--- config.mk ---
export PLATFORM = sky130hd
export DESIGN_NAME = spimsp_core
export DESIGN_NICKNAME = d
export VERILOG_FILES = /design/src/include/spimsp_pkg.sv /design/src/include/spimsp_tick_if.sv /design/src/verilog/spimsp_clkgen.sv /design/src/verilog/spimsp_core.sv
export SDC_FILE = /design/constraint.sdc
export NUM_CORES = 1
export LEC_CHECK = 0
export BUFFER_PORTS_ARGS = -buffer_cell sky130_fd_sc_hd__buf_2
export CAP_MARGIN = 30
export CORE_MARGIN = 2
export CORE_UTILIZATION = 59
export DETAILED_ROUTE_END_ITERATION = 10
export GPL_TIMING_DRIVEN = 0
export PLACE_DENSITY = 0.77
export SLEW_MARGIN = 25
export SYNTH_ARGS = -nofsm -noshare
export SYNTH_HDL_FRONTEND = slang
export SYNTH_SLANG_ARGS = --single-unit
--- constraint.sdc ---
create_clock -name mclk -period 2.4 [get_ports mclk]
set_input_delay 0.48 -clock mclk [delete_from_list [all_inputs] [get_ports mclk]]
set_output_delay 0.48 -clock mclk [all_outputs]
set_load 0.005 [all_outputs]
--- src/include/spimsp_pkg.sv ---
// constants and shared types for the spi master/slave port
// assumes a 100 MHz mclk and a byte-wide command side in the same domain
//
// What this block does
// - the port has miso, mosi, sclk and cs lines and runs four-line full or three-line half duplex.
// - as full-duplex master it reads miso and drives mosi, sclk and cs, owning all timing.
// - as full-duplex slave it drives miso while cs is low and reads mosi, sclk and cs from the outside master.
// - chip select is active low in both roles.
// - in half duplex miso is idle and mosi is one shared data line, driven only while sending.
// - as master, queued send bytes are shifted out and a receive command returns shifted-in bytes.
// - in manual select mode cs moves on a set command, high for 1 and low for 0, or on a select code riding with a byte.
// - a select code riding with a byte drives cs low before it or high after it.
// - as slave, send data must be loaded before the select edge, or before the previous byte's last bit when cs stays low.
// - as slave, loaded bytes are held in a buffer and leave on master clock edges, the first bit on the select edge when clock phase is 0.
// - as slave, a receive command waits until a byte has arrived and then returns it.
// - as master a three-bit setting targets 24 MHz halved per step down to 187.5 kHz, half periods rounded up to whole mclk cycles.
// - clock polarity sets the idle level and clock phase picks first or second edge sampling.
// - each byte is shifted msb first or lsb first as selected.
// - in automatic select mode cs frames every byte as master; as slave cs comes from the outside master and may stay low across bytes.
package spimsp_pkg;
   localparam int MCLK_HZ = 100_000_000;
   localparam int SCLK_FAST_HZ = 24_000_000;
   localparam int DIV_W = 9;
   localparam int SEL_W = 3;
   localparam int SEL_N = 8;
   localparam int PIN_MISO = 0;
   localparam int PIN_MOSI = 1;
   localparam int PIN_SCLK = 2;
   localparam int PIN_CS = 3;
   localparam logic [1:0] CS_CODE_NONE = 2'h0;
   localparam logic [1:0] CS_CODE_LOW = 2'h1;
   localparam logic [1:0] CS_CODE_HIGH = 2'h2;
   localparam logic [7:0] FILL_BYTE = 8'hFF;
   localparam logic [4:0] LAST_EDGE = 5'h0F;
   localparam logic [3:0] LAST_BIT = 4'h7;
   typedef enum logic [1:0] {ST_IDLE, ST_SETUP, ST_XFER, ST_DONE} spimsp_state_t;
endpackage

--- src/include/spimsp_tick_if.sv ---
// half-period tick link between the port core and its clock divider
// assumes both ends run on mclk
`timescale 1ns/1ps
`default_nettype none
interface spimsp_tick_if;
   logic [2:0] sel;
   logic run;
   logic tick;
   modport gen (input sel, input run, output tick);
   modport user (output sel, output run, input tick);
endinterface
`default_nettype wire

--- src/verilog/spimsp_clkgen.sv ---
// serial clock divider: one tick per half period of the chosen rate
// assumes run is held for the whole of a master byte
`timescale 1ns/1ps
`default_nettype none
module spimsp_clkgen
   import spimsp_pkg::*;
(
   input wire logic mclk,
   input wire logic nrst,
   spimsp_tick_if.gen tk
);
   import spimsp_pkg::*;
   typedef struct packed {
      logic [DIV_W-1:0] cnt;
      logic tick;
   } spimsp_div_t;
   spimsp_div_t r;
   spimsp_div_t next_r;
   logic [DIV_W-1:0] tbl [SEL_N];
   // least half period rounds up: 24 MHz cannot be reached from 100 MHz
   for (genvar g = 0; g < SEL_N; g++) begin : g_tbl
      assign tbl[g] = DIV_W'((MCLK_HZ + (SCLK_FAST_HZ >> g) * 2 - 1)
                             / ((SCLK_FAST_HZ >> g) * 2));
   end
   always_comb begin
      next_r = r;
      next_r.tick = 1'b0;
      if (!tk.run) begin
         next_r.cnt = '0;
      end else if (r.cnt >= tbl[tk.sel] - DIV_W'(1)) begin
         next_r.cnt = '0;
         next_r.tick = 1'b1;
      end else begin
         next_r.cnt = r.cnt + DIV_W'(1);
      end
   end
   always_ff @(posedge mclk or negedge nrst) begin
      if (!nrst) begin
         r <= '0;
      end else begin
         r <= next_r;
      end
   end
   assign tk.tick = r.tick;
endmodule
`default_nettype wire

--- src/verilog/spimsp_core.sv ---
// spi port core: master or slave, full or half duplex, one-byte buffers
// assumes command inputs are synchronous to mclk; pins pass two flip-flops
`timescale 1ns/1ps
`default_nettype none
module spimsp_core
   import spimsp_pkg::*;
(
   input wire logic mclk,
   input wire logic nrst,
   input wire logic enable,
   input wire logic master_mode,
   input wire logic half_duplex,
   input wire logic [spimsp_pkg::SEL_W-1:0] clk_sel,
   input wire logic cpol,
   input wire logic cpha,
   input wire logic lsb_first,
   input wire logic manual_select_mode,
   input wire logic chip_select_set_command,
   input wire logic cs_set_value,
   input wire logic tx_valid,
   input wire logic [7:0] tx_data,
   input wire logic [1:0] tx_cs_code,
   output logic tx_ready,
   input wire logic clear_tx,
   input wire logic spi_receive_command,
   input wire logic [1:0] rx_cs_code,
   input wire logic clear_rx,
   output logic rx_valid,
   output logic [7:0] rx_data,
   output logic cs_level,
   output logic busy,
   input wire logic miso_in,
   output logic miso_out,
   output logic miso_oe_n,
   input wire logic mosi_in,
   output logic mosi_out,
   output logic mosi_oe_n,
   input wire logic sclk_in,
   output logic sclk_out,
   output logic sclk_oe_n,
   input wire logic cs_in,
   output logic cs_out,
   output logic cs_oe_n
);
   import spimsp_pkg::*;

   typedef struct packed {
      spimsp_state_t st;
      logic [3:0] s1;
      logic [3:0] s2;
      logic sclk_p;
      logic cs_p;
      logic [7:0] tx_sr;
      logic [7:0] rx_sr;
      logic [4:0] edges;
      logic [3:0] bits;
      logic [7:0] tx_hold;
      logic tx_full;
      logic [1:0] tx_code;
      logic [1:0] cur_code;
      logic drive;
      logic [7:0] rx_hold;
      logic rx_full;
      logic rx_wait;
      logic [1:0] rx_code;
      logic cs_reg;
      logic sclk_o;
      logic out_bit;
      logic miso_out;
      logic miso_oe_n;
      logic mosi_out;
      logic mosi_oe_n;
      logic sclk_out;
      logic sclk_oe_n;
      logic cs_out;
      logic cs_oe_n;
      logic tx_ready;
      logic rx_valid;
      logic [7:0] rx_data;
      logic cs_level;
      logic busy;
   } spimsp_core_t;

   localparam spimsp_core_t CORE_RST = '{
      st: ST_IDLE,
      s1: 4'hF,
      s2: 4'hF,
      sclk_p: 1'b1,
      cs_p: 1'b1,
      tx_sr: 8'h00,
      rx_sr: 8'h00,
      edges: 5'h00,
      bits: 4'h0,
      tx_hold: 8'h00,
      tx_full: 1'b0,
      tx_code: CS_CODE_NONE,
      cur_code: CS_CODE_NONE,
      drive: 1'b0,
      rx_hold: 8'h00,
      rx_full: 1'b0,
      rx_wait: 1'b0,
      rx_code: CS_CODE_NONE,
      cs_reg: 1'b1,
      sclk_o: 1'b0,
      out_bit: 1'b0,
      miso_out: 1'b0,
      miso_oe_n: 1'b1,
      mosi_out: 1'b0,
      mosi_oe_n: 1'b1,
      sclk_out: 1'b0,
      sclk_oe_n: 1'b1,
      cs_out: 1'b1,
      cs_oe_n: 1'b1,
      tx_ready: 1'b1,
      rx_valid: 1'b0,
      rx_data: 8'h00,
      cs_level: 1'b1,
      busy: 1'b0
   };

   spimsp_core_t r;
   spimsp_core_t next_r;
   spimsp_tick_if tk();

   // bit presented next, in the selected order
   function automatic logic out_of(input logic [7:0] sr, input logic lsb);
      out_of = lsb ? sr[0] : sr[7];
   endfunction

   function automatic logic [7:0] shift_of(input logic [7:0] sr, input logic lsb);
      shift_of = lsb ? {1'b0, sr[7:1]} : {sr[6:0], 1'b0};
   endfunction

   function automatic logic [7:0] ins_of(input logic [7:0] sr, input logic lsb,
                                         input logic din);
      ins_of = lsb ? {din, sr[7:1]} : {sr[6:0], din};
   endfunction

   assign tk.sel = clk_sel;
   assign tk.run = enable && master_mode && (r.st != ST_IDLE);

   spimsp_clkgen i_spimsp_clkgen (
      .mclk(mclk),
      .nrst(nrst),
      .tk(tk.gen)
   );

   always_comb begin
      logic rx_done;
      logic lead;
      logic sel_n;
      logic din;
      rx_done = 1'b0;
      lead = 1'b0;
      sel_n = 1'b1;
      din = 1'b0;
      next_r = r;
      // pins pass two flops; only s2 is read by logic
      next_r.s1 = {cs_in, sclk_in, mosi_in, miso_in};
      next_r.s2 = r.s1;
      next_r.sclk_p = r.s2[PIN_SCLK];
      next_r.cs_p = r.s2[PIN_CS];
      next_r.rx_valid = 1'b0;

      // one-byte send buffer, refused while full
      if (clear_tx) begin
         next_r.tx_full = 1'b0;
      end else if (tx_valid && !r.tx_full) begin
         next_r.tx_hold = tx_data;
         next_r.tx_code = tx_cs_code;
         next_r.tx_full = 1'b1;
      end
      if (spi_receive_command) begin
         next_r.rx_wait = 1'b1;
         next_r.rx_code = rx_cs_code;
      end
      if (chip_select_set_command && manual_select_mode && master_mode) begin
         next_r.cs_reg = cs_set_value;
      end

      if (!enable) begin
         next_r.st = ST_IDLE;
         next_r.sclk_o = cpol;
         next_r.bits = '0;
      end else if (master_mode) begin
         din = half_duplex ? r.s2[PIN_MOSI] : r.s2[PIN_MISO];
         unique case (r.st)
            ST_IDLE: begin
               next_r.sclk_o = cpol;
               next_r.edges = '0;
               // a receive with nothing queued clocks a fill byte out while a byte shifts in
               if (r.tx_full || (r.rx_wait && !r.rx_full)) begin
                  next_r.drive = r.tx_full;
                  next_r.tx_sr = r.tx_full ? r.tx_hold : FILL_BYTE;
                  next_r.cur_code = r.tx_full ? r.tx_code : r.rx_code;
                  if (r.tx_full && !(tx_valid && clear_tx)) begin
                     next_r.tx_full = 1'b0;
                  end
                  next_r.st = ST_SETUP;
               end
            end
            ST_SETUP: begin
               if (tk.tick) begin
                  if (!manual_select_mode) begin
                     next_r.cs_reg = 1'b0;
                  end else if (r.cur_code == CS_CODE_LOW) begin
                     next_r.cs_reg = 1'b0;
                  end
                  if (!cpha) begin
                     next_r.out_bit = out_of(r.tx_sr, lsb_first);
                     next_r.tx_sr = shift_of(r.tx_sr, lsb_first);
                  end
                  next_r.st = ST_XFER;
               end
            end
            ST_XFER: begin
               if (tk.tick) begin
                  next_r.sclk_o = ~r.sclk_o;
                  next_r.edges = r.edges + 5'h01;
                  lead = ~r.edges[0];
                  if (lead ^ cpha) begin
                     next_r.rx_sr = ins_of(r.rx_sr, lsb_first, din);
                  end else begin
                     next_r.out_bit = out_of(r.tx_sr, lsb_first);
                     next_r.tx_sr = shift_of(r.tx_sr, lsb_first);
                  end
                  if (r.edges == LAST_EDGE) begin
                     rx_done = 1'b1;
                     next_r.st = ST_DONE;
                  end
               end
            end
            ST_DONE: begin
               if (tk.tick) begin
                  if (!manual_select_mode) begin
                     next_r.cs_reg = 1'b1;
                  end else if (r.cur_code == CS_CODE_HIGH) begin
                     next_r.cs_reg = 1'b1;
                  end
                  next_r.st = ST_IDLE;
               end
            end
         endcase
      end else begin
         next_r.st = ST_IDLE;
         next_r.sclk_o = cpol;
         sel_n = r.s2[PIN_CS];
         din = r.s2[PIN_MOSI];
         if (r.cs_p && !sel_n) begin
            // select edge frames a byte; buffer must already hold it
            next_r.bits = '0;
            next_r.drive = r.tx_full;
            next_r.tx_sr = r.tx_full ? r.tx_hold : FILL_BYTE;
            if (r.tx_full) begin
               next_r.tx_full = 1'b0;
            end
            if (!cpha) begin
               next_r.out_bit = out_of(next_r.tx_sr, lsb_first);
               next_r.tx_sr = shift_of(next_r.tx_sr, lsb_first);
            end
         end else if (!sel_n && (r.s2[PIN_SCLK] != r.sclk_p)) begin
            lead = (r.s2[PIN_SCLK] != cpol);
            if (lead ^ cpha) begin
               next_r.rx_sr = ins_of(r.rx_sr, lsb_first, din);
               next_r.bits = r.bits + 4'h1;
               if (r.bits == LAST_BIT) begin
                  // cs held low: next byte follows, reloaded plain
                  rx_done = 1'b1;
                  next_r.bits = '0;
                  next_r.drive = r.tx_full;
                  next_r.tx_sr = r.tx_full ? r.tx_hold : FILL_BYTE;
                  if (r.tx_full) begin
                     next_r.tx_full = 1'b0;
                  end
               end
            end else begin
               next_r.out_bit = out_of(r.tx_sr, lsb_first);
               next_r.tx_sr = shift_of(r.tx_sr, lsb_first);
            end
         end
      end

      // receive hold: a waiting command is answered once a byte sits here
      if (clear_rx) begin
         next_r.rx_full = 1'b0;
         next_r.rx_wait = 1'b0;
      end else if (r.rx_wait && r.rx_full) begin
         next_r.rx_valid = 1'b1;
         next_r.rx_data = r.rx_hold;
         next_r.rx_full = 1'b0;
         next_r.rx_wait = spi_receive_command;
      end
      // arrival wins over the take in the same cycle
      if (rx_done) begin
         next_r.rx_hold = next_r.rx_sr;
         next_r.rx_full = 1'b1;
      end

      // pin directions; oe_n low means driven
      next_r.sclk_out = next_r.sclk_o;
      next_r.cs_out = next_r.cs_reg;
      next_r.mosi_out = next_r.out_bit;
      next_r.miso_out = next_r.out_bit;
      if (!enable) begin
         next_r.miso_oe_n = 1'b1;
         next_r.mosi_oe_n = 1'b1;
         next_r.sclk_oe_n = 1'b1;
         next_r.cs_oe_n = 1'b1;
      end else if (master_mode) begin
         next_r.miso_oe_n = 1'b1;
         next_r.sclk_oe_n = 1'b0;
         next_r.cs_oe_n = 1'b0;
         next_r.mosi_oe_n = half_duplex
                          && !(next_r.drive && next_r.st != ST_IDLE);
      end else begin
         next_r.sclk_oe_n = 1'b1;
         next_r.cs_oe_n = 1'b1;
         next_r.miso_oe_n = half_duplex || r.s2[PIN_CS];
         next_r.mosi_oe_n = !(half_duplex && next_r.drive && !r.s2[PIN_CS]);
      end
      next_r.tx_ready = !next_r.tx_full;
      next_r.cs_level = master_mode ? next_r.cs_reg : r.s2[PIN_CS];
      next_r.busy = master_mode ? (next_r.st != ST_IDLE) : !r.s2[PIN_CS];
   end

   always_ff @(posedge mclk or negedge nrst) begin
      if (!nrst) begin
         r <= CORE_RST;
      end else begin
         r <= next_r;
      end
   end

   assign tx_ready = r.tx_ready;
   assign rx_valid = r.rx_valid;
   assign rx_data = r.rx_data;
   assign cs_level = r.cs_level;
   assign busy = r.busy;
   assign miso_out = r.miso_out;
   assign miso_oe_n = r.miso_oe_n;
   assign mosi_out = r.mosi_out;
   assign mosi_oe_n = r.mosi_oe_n;
   assign sclk_out = r.sclk_out;
   assign sclk_oe_n = r.sclk_oe_n;
   assign cs_out = r.cs_out;
   assign cs_oe_n = r.cs_oe_n;
endmodule
`default_nettype wire

### Word level (Yosys, flattened, before mapping)

Memories as Yosys holds them, arrays and structs flattened.
Cells that the tools add are included.

* $lt $le $gt $ge: 2
* eq/ne operators: 25
* add/sub/neg operators: 4
* bitwise operators: 7
* multiplexer cells: 113
* reduce and logical (&&, ||, !) cells: 39

Operator list (count)
* 8-bit 2-to-1 mux: 17
* 1-bit 2-to-1 mux: 59
* 9-bit 2-to-1 mux: 6
* 16-bit 2-to-1 mux: 2
* 2-bit 2-to-1 mux: 12
* 4-bit 2-to-1 mux: 6
* 8-bit case mux with 3 select lines: 1
* 21-bit 2-to-1 mux: 1
* 9-bit AND reduction: 2
* 1-bit logical AND: 15
* 3-bit inequality test, second input constant: 5
* 13-bit 2-to-1 mux: 1
* 5-bit case mux with 2 select lines: 1
* 9-bit by 1-bit adder with 9-bit output, second input constant: 1
* 9-bit >= comparator: 1
* 3-bit by 1-bit inequality test with 1-bit output, second input constant: 3
* 3-bit nonzero test: 3
* 9-bit by 1-bit subtractor with 9-bit output, second input constant: 1
* 4-bit by 3-bit inequality test with 1-bit output, second input constant: 2
* 2-bit case mux with 4 select lines: 1
* 4-bit AND reduction: 2
* 1-bit zero test: 7
* 2-bit equality test, second input constant: 3
* 3-bit 2-to-1 mux: 2
* other kinds (22): 36

* bits in read-only memories: 72
* flip-flop bits (word level): 91
* memories: 1
* output and inout bits: 20
* logic and storage cells: 222

Memory list
* (name not given): words 8, width 9, read ports 1, clocked after Yosys merged registers in 0, wr ports 0, line spimsp_clkgen.sv:30 `end else if (r.cnt >= tbl[tk.sel] - DIV_W'(1)) begin`

### Depth between registers and ports, before layout

Gate-level depths: netlist (run 1).

* depth in word-level cells: 13
* mapped depth: 9
* mapped depth without buffers: 7

### Hierarchy

Synthesis (run 1) repeated with hierarchy kept, for this count alone.

* cells, all modules: 520
* area, all modules: 5168.7 um^2

Modules (own cells, without submodules)
* spimsp_core: instances 1, cells an instance 441, seq. area each 2047.0 um^2, area an instance 4441.8 um^2
* spimsp_clkgen: instances 1, cells an instance 79, seq. area each 250.2 um^2, area an instance 726.9 um^2

### Worst setup path after synthesis (run 1)

No wires, ideal clock.

* kind: input port to flip-flop
* from: in clk_sel[2] (netlist bit)
* to: reg i_spimsp_clkgen.r[1] (netlist bit)
* cell stages on the path: 9
* path slack: 0.038 ns
* arrival time: 2.284 ns
* data required time: 2.322 ns
* buffers on the path: 2
* cell sequence: clkbuf_1 nor2b_1 ha_1 nand2b_1 a21o_1 a21o_1 a2111o_1 buf_2 a21oi_1

RTL lines
* start: declaration: line spimsp_core.sv:13 `input wire logic [spimsp_pkg::SEL_W-1:0] clk_sel,`
* end signal: assignment: line spimsp_clkgen.sv:41 `r <= next_r;`
* end: declaration: line spimsp_clkgen.sv:17 `spimsp_div_t r;`

### Worst setup path in the final report (run 1)

* from: reg r, in the netlist next_r[75]
* to: reg r[70] (netlist bit)

* cells in the longest elaborated chain, start to end: 6
* elaborated cells on any way between the ends: 11

RTL lines
* start: declaration: line spimsp_core.sv:121 `spimsp_core_t r;`
* start signal: assignment: line spimsp_core.sv:330 `r <= next_r;`
* 1-bit inequality test: line spimsp_core.sv:262 `lead = (r.s2[PIN_SCLK] != cpol);`
* 1-bit bitwise XOR: line spimsp_core.sv:263 `if (lead ^ cpha) begin`
* 8-bit 2-to-1 mux: line spimsp_core.sv:263
* 16-bit 2-to-1 mux: line spimsp_core.sv:261 `end else if (!sel_n && (r.s2[PIN_SCLK] != r.sclk_p)) begin`
* 8-bit 2-to-1 mux: line spimsp_core.sv:249 `if (r.cs_p && !sel_n) begin`
* 16-bit 2-to-1 mux: line spimsp_core.sv:185 `end else if (master_mode) begin`

Parallel ways exist; a longest one is shown, timed or not. The select of a mux whose other input is x is not followed.
A chain may end at the register's enable or synchronous reset.

==> results of run 1 <==
## kinds of logic (layout without fill, tap and decap cells)
logic type	Yosys count	count (layout)
AND/OR/NAND/NOR	157	157
AO/OA/AOI/OAI	114	114
flip-flops	91	91
multiplexers	59	59
buffers and inverters	55	119
adder cells (fa/ha/maj)	17	17
XOR/XNOR	14	14
## cells in the final DEF (no fill, tap or decap), types with 10 or more instances in the layout
master | Yosys | final
dfrtp_1 | 75 | 75
o21ai_0 | 17 | 16
nand2_1 | 49 | 49
nor2_1 | 28 | 26
buf_2 | 6 | 52
nand3_1 | 12 | 12
buf_4 | 11 | 11
a21oi_1 | 23 | 23
clkbuf_1 | 15 | 14
mux2i_1 | 26 | 26
nor3_1 | 10 | 10
inv_1 | 16 | 16
mux2_2 | 29 | 29
nand2b_1 | 14 | 14
ha_1 | 17 | 17
dfstp_2 | 16 | 16
## area by class of cell
type | count | share of cell area (%)
Buffer | 36 | 3.41
Clock buffer | 9 | 2.12
Clock inverter | 7 | 1.18
Inverter | 18 | 1.16
Multi-Input combinational cell | 361 | 45.4
Sequential cell | 91 | 39.4
Tap cell | 108 | 2.32
Timing Repair Buffer | 49 | 4.96
## power by group
part	leakage (nW)	switching [mW]	internal (mW)
clock network	0.0980	0.597	0.403
logic	1.47	0.376	0.384
registers	1.14	0.165	1.74
total	2.71	1.14	2.53
## flip-flops by register name, summed over array words and instances (netlist names)
signal / cells
r: 57
i_spimsp_clkgen.r: 9
rx_data: 8
next_r: 6
busy: 1
cs_level: 1
cs_oe_n: 1
cs_out: 1
i_spimsp_clkgen.tk.tick: 1
miso_oe_n: 1
mosi_oe_n: 1
mosi_out: 1
rx_valid: 1
sclk_out: 1
tx_ready: 1
## final timing paths
| kind | from | to | slack, ns | cells after the start |
|---|---|---|---|---|
| min in group mclk | sclk_in | next_r[78] | 0.20 | 1 |
| max reg2reg | next_r[75] | r[70] | 0.08 | 6 |
| min | nrst | r[54] | 0.02 | 1 |
| max | next_r[75] | r[70] | 0.08 | 6 |
| max in group asynchronous | nrst | tx_ready | 1.77 | 2 |
| min reg2reg | next_r[78] | next_r[75] | 0.36 | 0 |
## routing by layer
metal,share of wire [%],GRT usage (%)
met1,46,33.3
met2,47,37.7
met3,5.3,4.22
met4,1.7,7.69
met5,0,0
## worst max-delay path: stages (launching register included)
cell and delay, ns:
dfstp_2 0.54, buf_4 0.16, xor2_1 0.28, nor2_1 0.08, nor4_1 0.54, o211ai_4 0.26
mux2_4 0.35
## per-stage QoR
stage / setup TNS [ns] / utilization [%]
after floorplan: 0 / -
after global placement: -0.953 / 64.5
after detailed placement: -1.44 / 64.9
after CTS: 0 / 67.2
after global routing: 0 / 67.5
final: 0 / 67.5
## repair_timing
action | 4_1_cts | 5_1_grt
pin swaps | 0 | 1
gates resized for setup | 1 | 3
hold endpoints to repair | 0 | 0
setup buffers | 0 | 1
endpoints found under the setup margin | 7 | 16
hold buffers | 0 | 0
==> flow_summary.json, run 1 <==
{
  "drtIter0Drc": 248,
  "synth_cells": 507,
  "post-place-cells": 663,
  "drtPass1Iterations": 5,
  "status": "complete, no violations",
  "post_drt_via_cell_ratio": 5.93,
  "drv_cap": 0,
  "overflow": 0,
  "yosysMostFrequentCell": "dfrtp_1",
  "arrival_ns": 2.58,
  "cts_tree": "built",
  "synth_top_area_share_pct": 36.1,
  "design_area_um2": 5830,
  "ant_nets": 0,
  "grt_pass1_vias": 3831,
  "cts_root_buf": "clkbuf_8",
  "synth_fa_ha_area_share_pct": 4.09,
  "synth.avg_cell_area_um2": 10.3,
  "cts_sinks": 91,
  "portBuffers": 47,
  "timing.fmax_mhz": 431,
  "fp.dieArea_um2": 9590,
  "synthMuxAreaShare_pct": 12.4,
  "avgRoutedWirePerCell_um": 16.2,
  "dp_hpwl_um": 8070,
  "grt_start_max_net_pins": 48,
  "max_slew.worst_pin.slew_ns": 0.694,
  "power_leakage_nw": 2.71,
  "clockBufferDepth": 2,
  "syn_area_um2": 5200,
  "hold_class": "input port to asynchronous set/reset pin",
  "cp.required_ns": 2.66,
  "p_per_area_nw_per_um2": 630,
  "antenna_cells": 0,
  "initial_core_util_pct": 60.2,
  "netlist_top_cells_area": "dfrtp_1, dfstp_2, mux2_2",
  "yosysWarnings": 0,
  "core_um2": 8640,
  "final-hold-violation-count": 0,
  "endpoint_kind": "register",
  "power_mw": 3.67,
  "ff_latch_area_um2": 2300,
  "antenna_found_initial": 0,
  "via_count": 4029,
  "routed_wl_um": 11000,
  "track_usage_pct": 23.8,
  "synth_async_sr_flop_share_pct": 100,
  "fin_crit_ns": 2.32,
  "clkSlewWorstSetupHoldPaths_ns": 0.09,
  "ir_worst_vdd_mv": 0.326,
  "fin_crit_sh_pct": 96.7,
  "drc": 0,
  "finalMaxSlewViolations": 0,
  "top_level_ports": 54,
  "ys.flop_type": "dfrtp_1",
  "post_synth_num_cell_types": 71,
  "num_rows": 34,
  "rsz0062_at_grt": "false",
  "area_growth_pct": 12.0,
  "grt_pass1_wl_um": 18400,
  "worstSetupStartpointType": "register",
  "nNetsFinal": 617,
  "synth-simple-area-share_pct": 15.2,
  "setup_viol": 0,
  "critPathMaxFanout": 9,
  "finalWeightedCongestion": 0.862,
  "multi_input_area_um2": 2650,
  "place_ws_ns": -0.171,
  "numCtsBuffers": 9,
  "cts-htree-levels": 3,
  "layout.cells.non_filler": 679,
  "path_class": "register to register",
  "synth_seq_cells": 91,
  "setup_ws_ns": 0.0795,
  "yosys-top-cells-count": "dfrtp_1, nand2_1, mux2_2",
  "final_layout_size_suffix_gt1_share_pct": 26.1,
  "synth-xor-area-share_pct": 2.79,
  "die_w_um": 97.9,
  "clk_latency_ns": 0.38,
  "yosys.area.top_type": "dfrtp_1",
  "synth_compound_area_share_pct": 16.1,
  "fillCellCount": 693,
  "synth_top_family_by_area": "compound AO/OA/AOI/OAI gates",
  "slew_headroom_pct": 53.3,
  "timing.hold.ws_ns": 0.0206,
  "chipHeight_um": 97.9,
  "synth_fp_nets": 558,
  "synth_edf_count": 0,
  "finClkSkew_ns": 0.0141,
  "synth_sequential_area_ratio_pct": 44.2,
  "placed_area_um2": 5610
}
(Power assumes the default switching activity.)
==> inputs of run 2 (changes only) <==
--- a/config.mk
+++ b/config.mk
@@ -15,4 +15,5 @@
 export SLEW_MARGIN = 25
 export SYNTH_ARGS = -nofsm -noshare
 export SYNTH_HDL_FRONTEND = slang
+export SYNTH_HIERARCHICAL = 1
 export SYNTH_SLANG_ARGS = --single-unit
==> run 2 against run 1 <==
Wire length rose by 4.6%. Largest cell class unchanged. Sequential share of layout area rose by 0.16 points. Power decreased by 2.5%. Register-to-register slack gained 0.05 ns. Flip-flop and latch count unchanged. First-iteration DRC count grew 57%. Area after synthesis fell by 0.65%. Design area decreased by 0.41%. Critical endpoint is now r[72]. Global-route usage is 1.6 points higher. Utilization up 0.057 points. Via count is 2.8% higher.
==> flow_summary.json, run 2 <==
{
  "num_rows": 34,
  "fin_crit_sh_pct": 94.6,
  "worstSetupStartpointType": "register",
  "nNetsFinal": 633,
  "finalMaxSlewViolations": 0,
  "top_level_ports": 54,
  "drtPass1Iterations": 5,
  "dp_hpwl_um": 8490,
  "worstHoldPathCells": 1,
  "syn_area_um2": 5170,
  "regMostFlops": "r",
  "yosysMostFrequentCell": "dfrtp_1",
  "yosys-top-cells-count": "dfrtp_1, nand2_1, mux2_2",
  "setup_ws_ns": 0.130,
  "fp.dieArea_um2": 9520,
  "via_count": 4141,
  "yosysWarnings": 6,
  "finClkSkew_ns": 0.0122,
  "antenna_cells": 0,
  "overflow": 0,
  "synth_fp_nets": 571,
  "synth_top_area_share_pct": 36.3,
  "synth.avg_cell_area_um2": 9.94,
  "layout.cells.non_filler": 695,
  "die_w_um": 97.6,
  "mostFrequentLayoutCells": "dfrtp_1, nand2_1, buf_2",
  "place_ws_ns": -0.222,
  "clkSlewWorstSetupHoldPaths_ns": 0.10,
  "drv_cap": 0,
  "portBuffers": 48,
  "clockBufferDepth": 2,
  "r2r_setup_slack_ns": 0.13,
  "timing.hold.ws_ns": 0.200,
  "ys.flop_type": "dfrtp_1",
  "yosys.area.top_type": "dfrtp_1",
  "design_area_um2": 5810,
  "initial_core_util_pct": 60.1,
  "reg2reg_to": "r[72]",
  "synth_cells": 520,
  "hold_end": "next_r[78]",
  "grt_start_max_net_pins": 77,
  "cts-htree-levels": 3,
  "path_class": "register to register",
  "power_leakage_nw": 2.63,
  "antenna_found_initial": 0,
  "endpoint_kind": "register",
  "rsz0062_at_grt": "false",
  "ant_nets": 0,
  "avgRoutedWirePerCell_um": 16.5,
  "core_um2": 8590,
  "drtIter0Drc": 390,
  "power_mw": 3.58,
  "p_per_area_nw_per_um2": 616,
  "chipHeight_um": 97.6,
  "area_growth_pct": 12.3,
  "placed_area_um2": 5580,
  "final-hold-violation-count": 0,
  "ir_worst_vdd_mv": 0.336,
  "post-place-cells": 677,
  "grt_pass1_vias": 4142,
  "post_drt_via_cell_ratio": 5.96,
  "cts_root_buf": "clkbuf_8",
  "synth_sequential_area_ratio_pct": 44.4,
  "largest_reg_flops": 57,
  "numCtsBuffers": 9,
  "synth_async_sr_flop_share_pct": 100,
  "clk_latency_ns": 0.37,
  "synth_edf_count": 0,
  "hold_class": "input port to register",
  "synth_seq_cells": 91,
  "drc": 0,
  "cts_sinks": 91,
  "arrival_ns": 2.53,
  "track_usage_pct": 25.3,
  "cp.required_ns": 2.66,
  "status": "complete, no violations",
  "post_cts_buffers": 0,
  "post_synth_num_cell_types": 66,
  "fin_crit_ns": 2.27,
  "final_layout_size_suffix_gt1_share_pct": 25.6,
  "hold_path_startpoint": "sclk_in",
  "netlist_top_cells_area": "dfrtp_1, mux2_2, dfstp_2",
  "max_slew.worst_pin.slew_ns": 0.602,
  "critPathMaxFanout": 10,
  "grt_pass1_wl_um": 19400,
  "finalWeightedCongestion": 0.882,
  "cts_tree": "built",
  "routed_wl_um": 11500,
  "final_common_cell": "dfrtp_1",
  "ff2ff_path_depth": 7,
  "slew_headroom_pct": 59.4,
  "setup_viol": 0,
  "timing.fmax_mhz": 441,
  "r2r-start": "r[84]"
}
run 2: cells by family after synthesis:
logic type	count (synthesis)	share of synthesized area, %
AOI/OAI and AO/OA	115	15.1
and+or+nand+nor	168	15.9
adders and majority gates	17	4.12
xor gates and xnor gates	15	3.12
muxes	58	12.5
DFF	91	44.4
buffers and inverters	56	4.87
run 2: power breakdown:
group          internal [mW]  switching [mW]
Clock                  0.501           0.602
Combinational          0.307           0.356
Sequential              1.69           0.121
run 2: routing by layer:
metal  up-vias  share of wire, %  GRT usage (%)
li1       1966                 -              -
met1      2001                44           33.7
met2       146                48           40.3
met3        28               5.8           5.83
met4         0               2.6           10.4
met5         -                 0              0
run 2: cell type report:
type | instances | area, um2
Clock buffer | 9 | 124
Inverter | 24 | 90.1
Clock inverter | 7 | 85.1
Timing Repair Buffer | 51 | 289
Multi-Input combinational cell | 373 | 2620
Sequential cell | 91 | 2300
Tap cell | 108 | 135
Buffer | 32 | 165
Fill cell | 687 | 2790
run 2: repair_timing:
| action | 4_1_cts | 5_1_grt |
|---|---|---|
| hold endpoints to repair | 11 | 0 |
| endpoints found under the setup margin | 0 | 11 |
| resized for setup | 0 | 6 |
| hold buffers | 1 | 0 |
run 2: worst max-delay path by stage:
stage / startpoint / to / slack, ns / depth (start not counted)
after global routing: r[84] / r[72] / 0.03 / 7
after detailed placement: master_mode / r[72] / -0.22 / 6
final: r[84] / r[72] / 0.13 / 7
after CTS: r[84] / r[72] / 0.04 / 7
after global placement: master_mode / r[72] / -0.19 / 6
after floorplan: next_r[75] / r[27] / 0.30 / 5
run 2: stage by stage:
step                      setup TNS [ns]  utilization, %
final                                  0            67.6
after global routing                   0            67.6
after CTS                              0            67.5
after detailed placement           -1.50            64.9
after global placement             -1.12            64.5
after floorplan                        0               -
run 2: critical path: stages (launching register included):
cell	delay [ns]
dfrtp_1	0.43
inv_1	0.12
ha_1	0.27
clkbuf_2	0.27
nor3_1	0.08
o21ai_0	0.21
nand3_1	0.38
mux2_2	0.40
==> inputs of run 3 (changes only) <==
--- a/config.mk
+++ b/config.mk
@@ -12,6 +12,7 @@
 export DETAILED_ROUTE_END_ITERATION = 10
 export GPL_TIMING_DRIVEN = 0
 export PLACE_DENSITY = 0.77
+export REMOVE_ABC_BUFFERS = 1
 export SLEW_MARGIN = 25
 export SYNTH_ARGS = -nofsm -noshare
 export SYNTH_HDL_FRONTEND = slang
==> run 3 against run 2 <==
Global-route usage shrank 0.75 points. Design area down 2.1%. Sequential share of layout area up 0.88 points. Cell count shrank 3.9%. Clock power shrank 5%. Worst setup slack better by 0.0087 ns. Wire length fell by 1.5%. Worst hold slack improved by 0.0018 ns. Power decreased by 2.1%. Non-clock buffer count is 27 lower. Critical endpoint is now r[27]. Largest power group unchanged.
==> flow_summary.json, run 3 (synthesized netlist as in run 2, its figures left out) <==
{
  "status": "complete, no violations",
  "grt_pass1_wl_um": 19100,
  "endpoint_kind": "register",
  "clockBufferDepth": 2,
  "cp.required_ns": 2.65,
  "setup_viol": 0,
  "power_mw": 3.50,
  "arrival_ns": 2.51,
  "drv_cap": 0,
  "grt_pass1_vias": 3964,
  "timing.fmax_mhz": 442,
  "finalMaxSlewViolations": 0,
  "post_drt_via_cell_ratio": 6.02,
  "fillCellCount": 703,
  "track_usage_pct": 24.6,
  "worstSetupStartpointType": "register",
  "power_leakage_nw": 2.55,
  "max_slew.worst_pin.slew_ns": 0.701,
  "ant_nets": 0,
  "clkSlewWorstSetupHoldPaths_ns": 0.10,
  "die_w_um": 97.6,
  "place_ws_ns": -0.104,
  "placed_area_um2": 5450,
  "numCtsBuffers": 9,
  "avgRoutedWirePerCell_um": 17.0,
  "cts_sinks": 91,
  "ir_worst_vdd_mv": 0.345,
  "critPathCapture": "r[27]",
  "setup_ws_ns": 0.139,
  "p_per_area_nw_per_um2": 616,
  "final_common_cell": "dfrtp_1",
  "via_count": 4024,
  "r2r-start": "next_r[75]",
  "cts_tree": "built",
  "num_rows": 34,
  "cp-startpoint": "next_r[75]",
  "r2r_setup_slack_ns": 0.14,
  "drtIter0Drc": 243,
  "mostFrequentLayoutCells": "dfrtp_1, nand2_1, buf_2",
  "grt_start_max_net_pins": 68,
  "routed_wl_um": 11300,
  "postLayoutCoreUtil_pct": 66.1,
  "cts_root_buf": "clkbuf_8",
  "antenna_cells": 0,
  "antenna_found_initial": 0,
  "regMostFlops": "r",
  "fin_crit_sh_pct": 94.2,
  "ff2ff_path_depth": 5,
  "fin_crit_ns": 2.26,
  "clk_latency_ns": 0.37,
  "overflow": 0,
  "fp.dieArea_um2": 9520,
  "rsz0062_at_grt": "false",
  "cts-htree-levels": 3,
  "design_area_um2": 5680,
  "area_growth_pct": 9.95,
  "final-hold-violation-count": 0,
  "chipHeight_um": 97.6,
  "dp_hpwl_um": 7890,
  "hold_class": "input port to register",
  "nNetsFinal": 606,
  "portBuffers": 53,
  "core_um2": 8590,
  "drtPass1Iterations": 5,
  "top_level_ports": 54,
  "critPathMaxFanout": 16,
  "drc": 0,
  "slew_headroom_pct": 53.3,
  "largest_reg_flops": 57,
  "initial_core_util_pct": 60.1,
  "reg2reg_to": "r[27]",
  "post-place-cells": 651,
  "path_class": "register to register",
  "finClkSkew_ns": 0.0130,
  "final_layout_size_suffix_gt1_share_pct": 25.9,
  "finalWeightedCongestion": 0.831,
  "layout.cells.non_filler": 668
}
run 3: layout make-up:
type | count | area (um2) | area share (%)
inverter | 24 | 90.1 | 1.59
clock inverter | 6 | 55.1 | 0.969
sequential | 91 | 2300 | 40.4
timing repair buffer | 56 | 317 | 5.57
clock buffer | 10 | 138 | 2.42
tap | 108 | 135 | 2.38
multi-input combinational | 373 | 2650 | 46.6
run 3: repair_timing:
item / CTS / global route
endpoints found under the setup margin: 10 / 16
gates resized for setup: 1 / 5
hold buffers: 1 / 0
setup buffers: 0 / 0
pin swaps: 1 / 0
hold endpoints to repair: 21 / 0
run 3: metrics by stage:
stage               setup TNS [ns]  hold WS [ns]
floorplan                        0         0.184
global placement             -4.24         0.347
detailed placement           -1.38         0.347
CTS                              0         0.193
global route                     0         0.192
finish                           0         0.202
run 3: per-layer routing:
| metal | part of all wire, % | routed length (um) | global-route usage (%) |
|---|---|---|---|
| met4 | 1.7 | 191 | 8.76 |
| met1 | 46 | 5180 | 34.1 |
| met2 | 47 | 5340 | 38.8 |
| met3 | 5.4 | 609 | 4.68 |
| met5 | 0 | 0 | 0 |
run 3: worst max-delay path, stage by stage (launching register included):
cell and delay, ns:
dfstp_2 0.62, xnor3_2 0.42, nor3_2 0.25, o21ai_2 0.17, a221o_1 0.43, mux2_2 0.27
run 3: worst min path at each step:
stage	startpoint	end	slack, ns	cells past startpoint
floorplan	nrst	busy	0.18	0
detailed placement	next_r[77]	r[77]	0.35	0
CTS	mosi_in	next_r[77]	0.19	1
finish	mosi_in	next_r[77]	0.20	1
global route	cs_in	next_r[79]	0.19	1
global placement	next_r[78]	next_r[75]	0.35	0
run 3: power by group:
group / total (mW) / switching [mW] / internal [mW]
clock: 1.05 / 0.621 / 0.427
sequential: 1.83 / 0.136 / 1.69
combinational: 0.627 / 0.333 / 0.294
total: 3.50 / 1.09 / 2.41
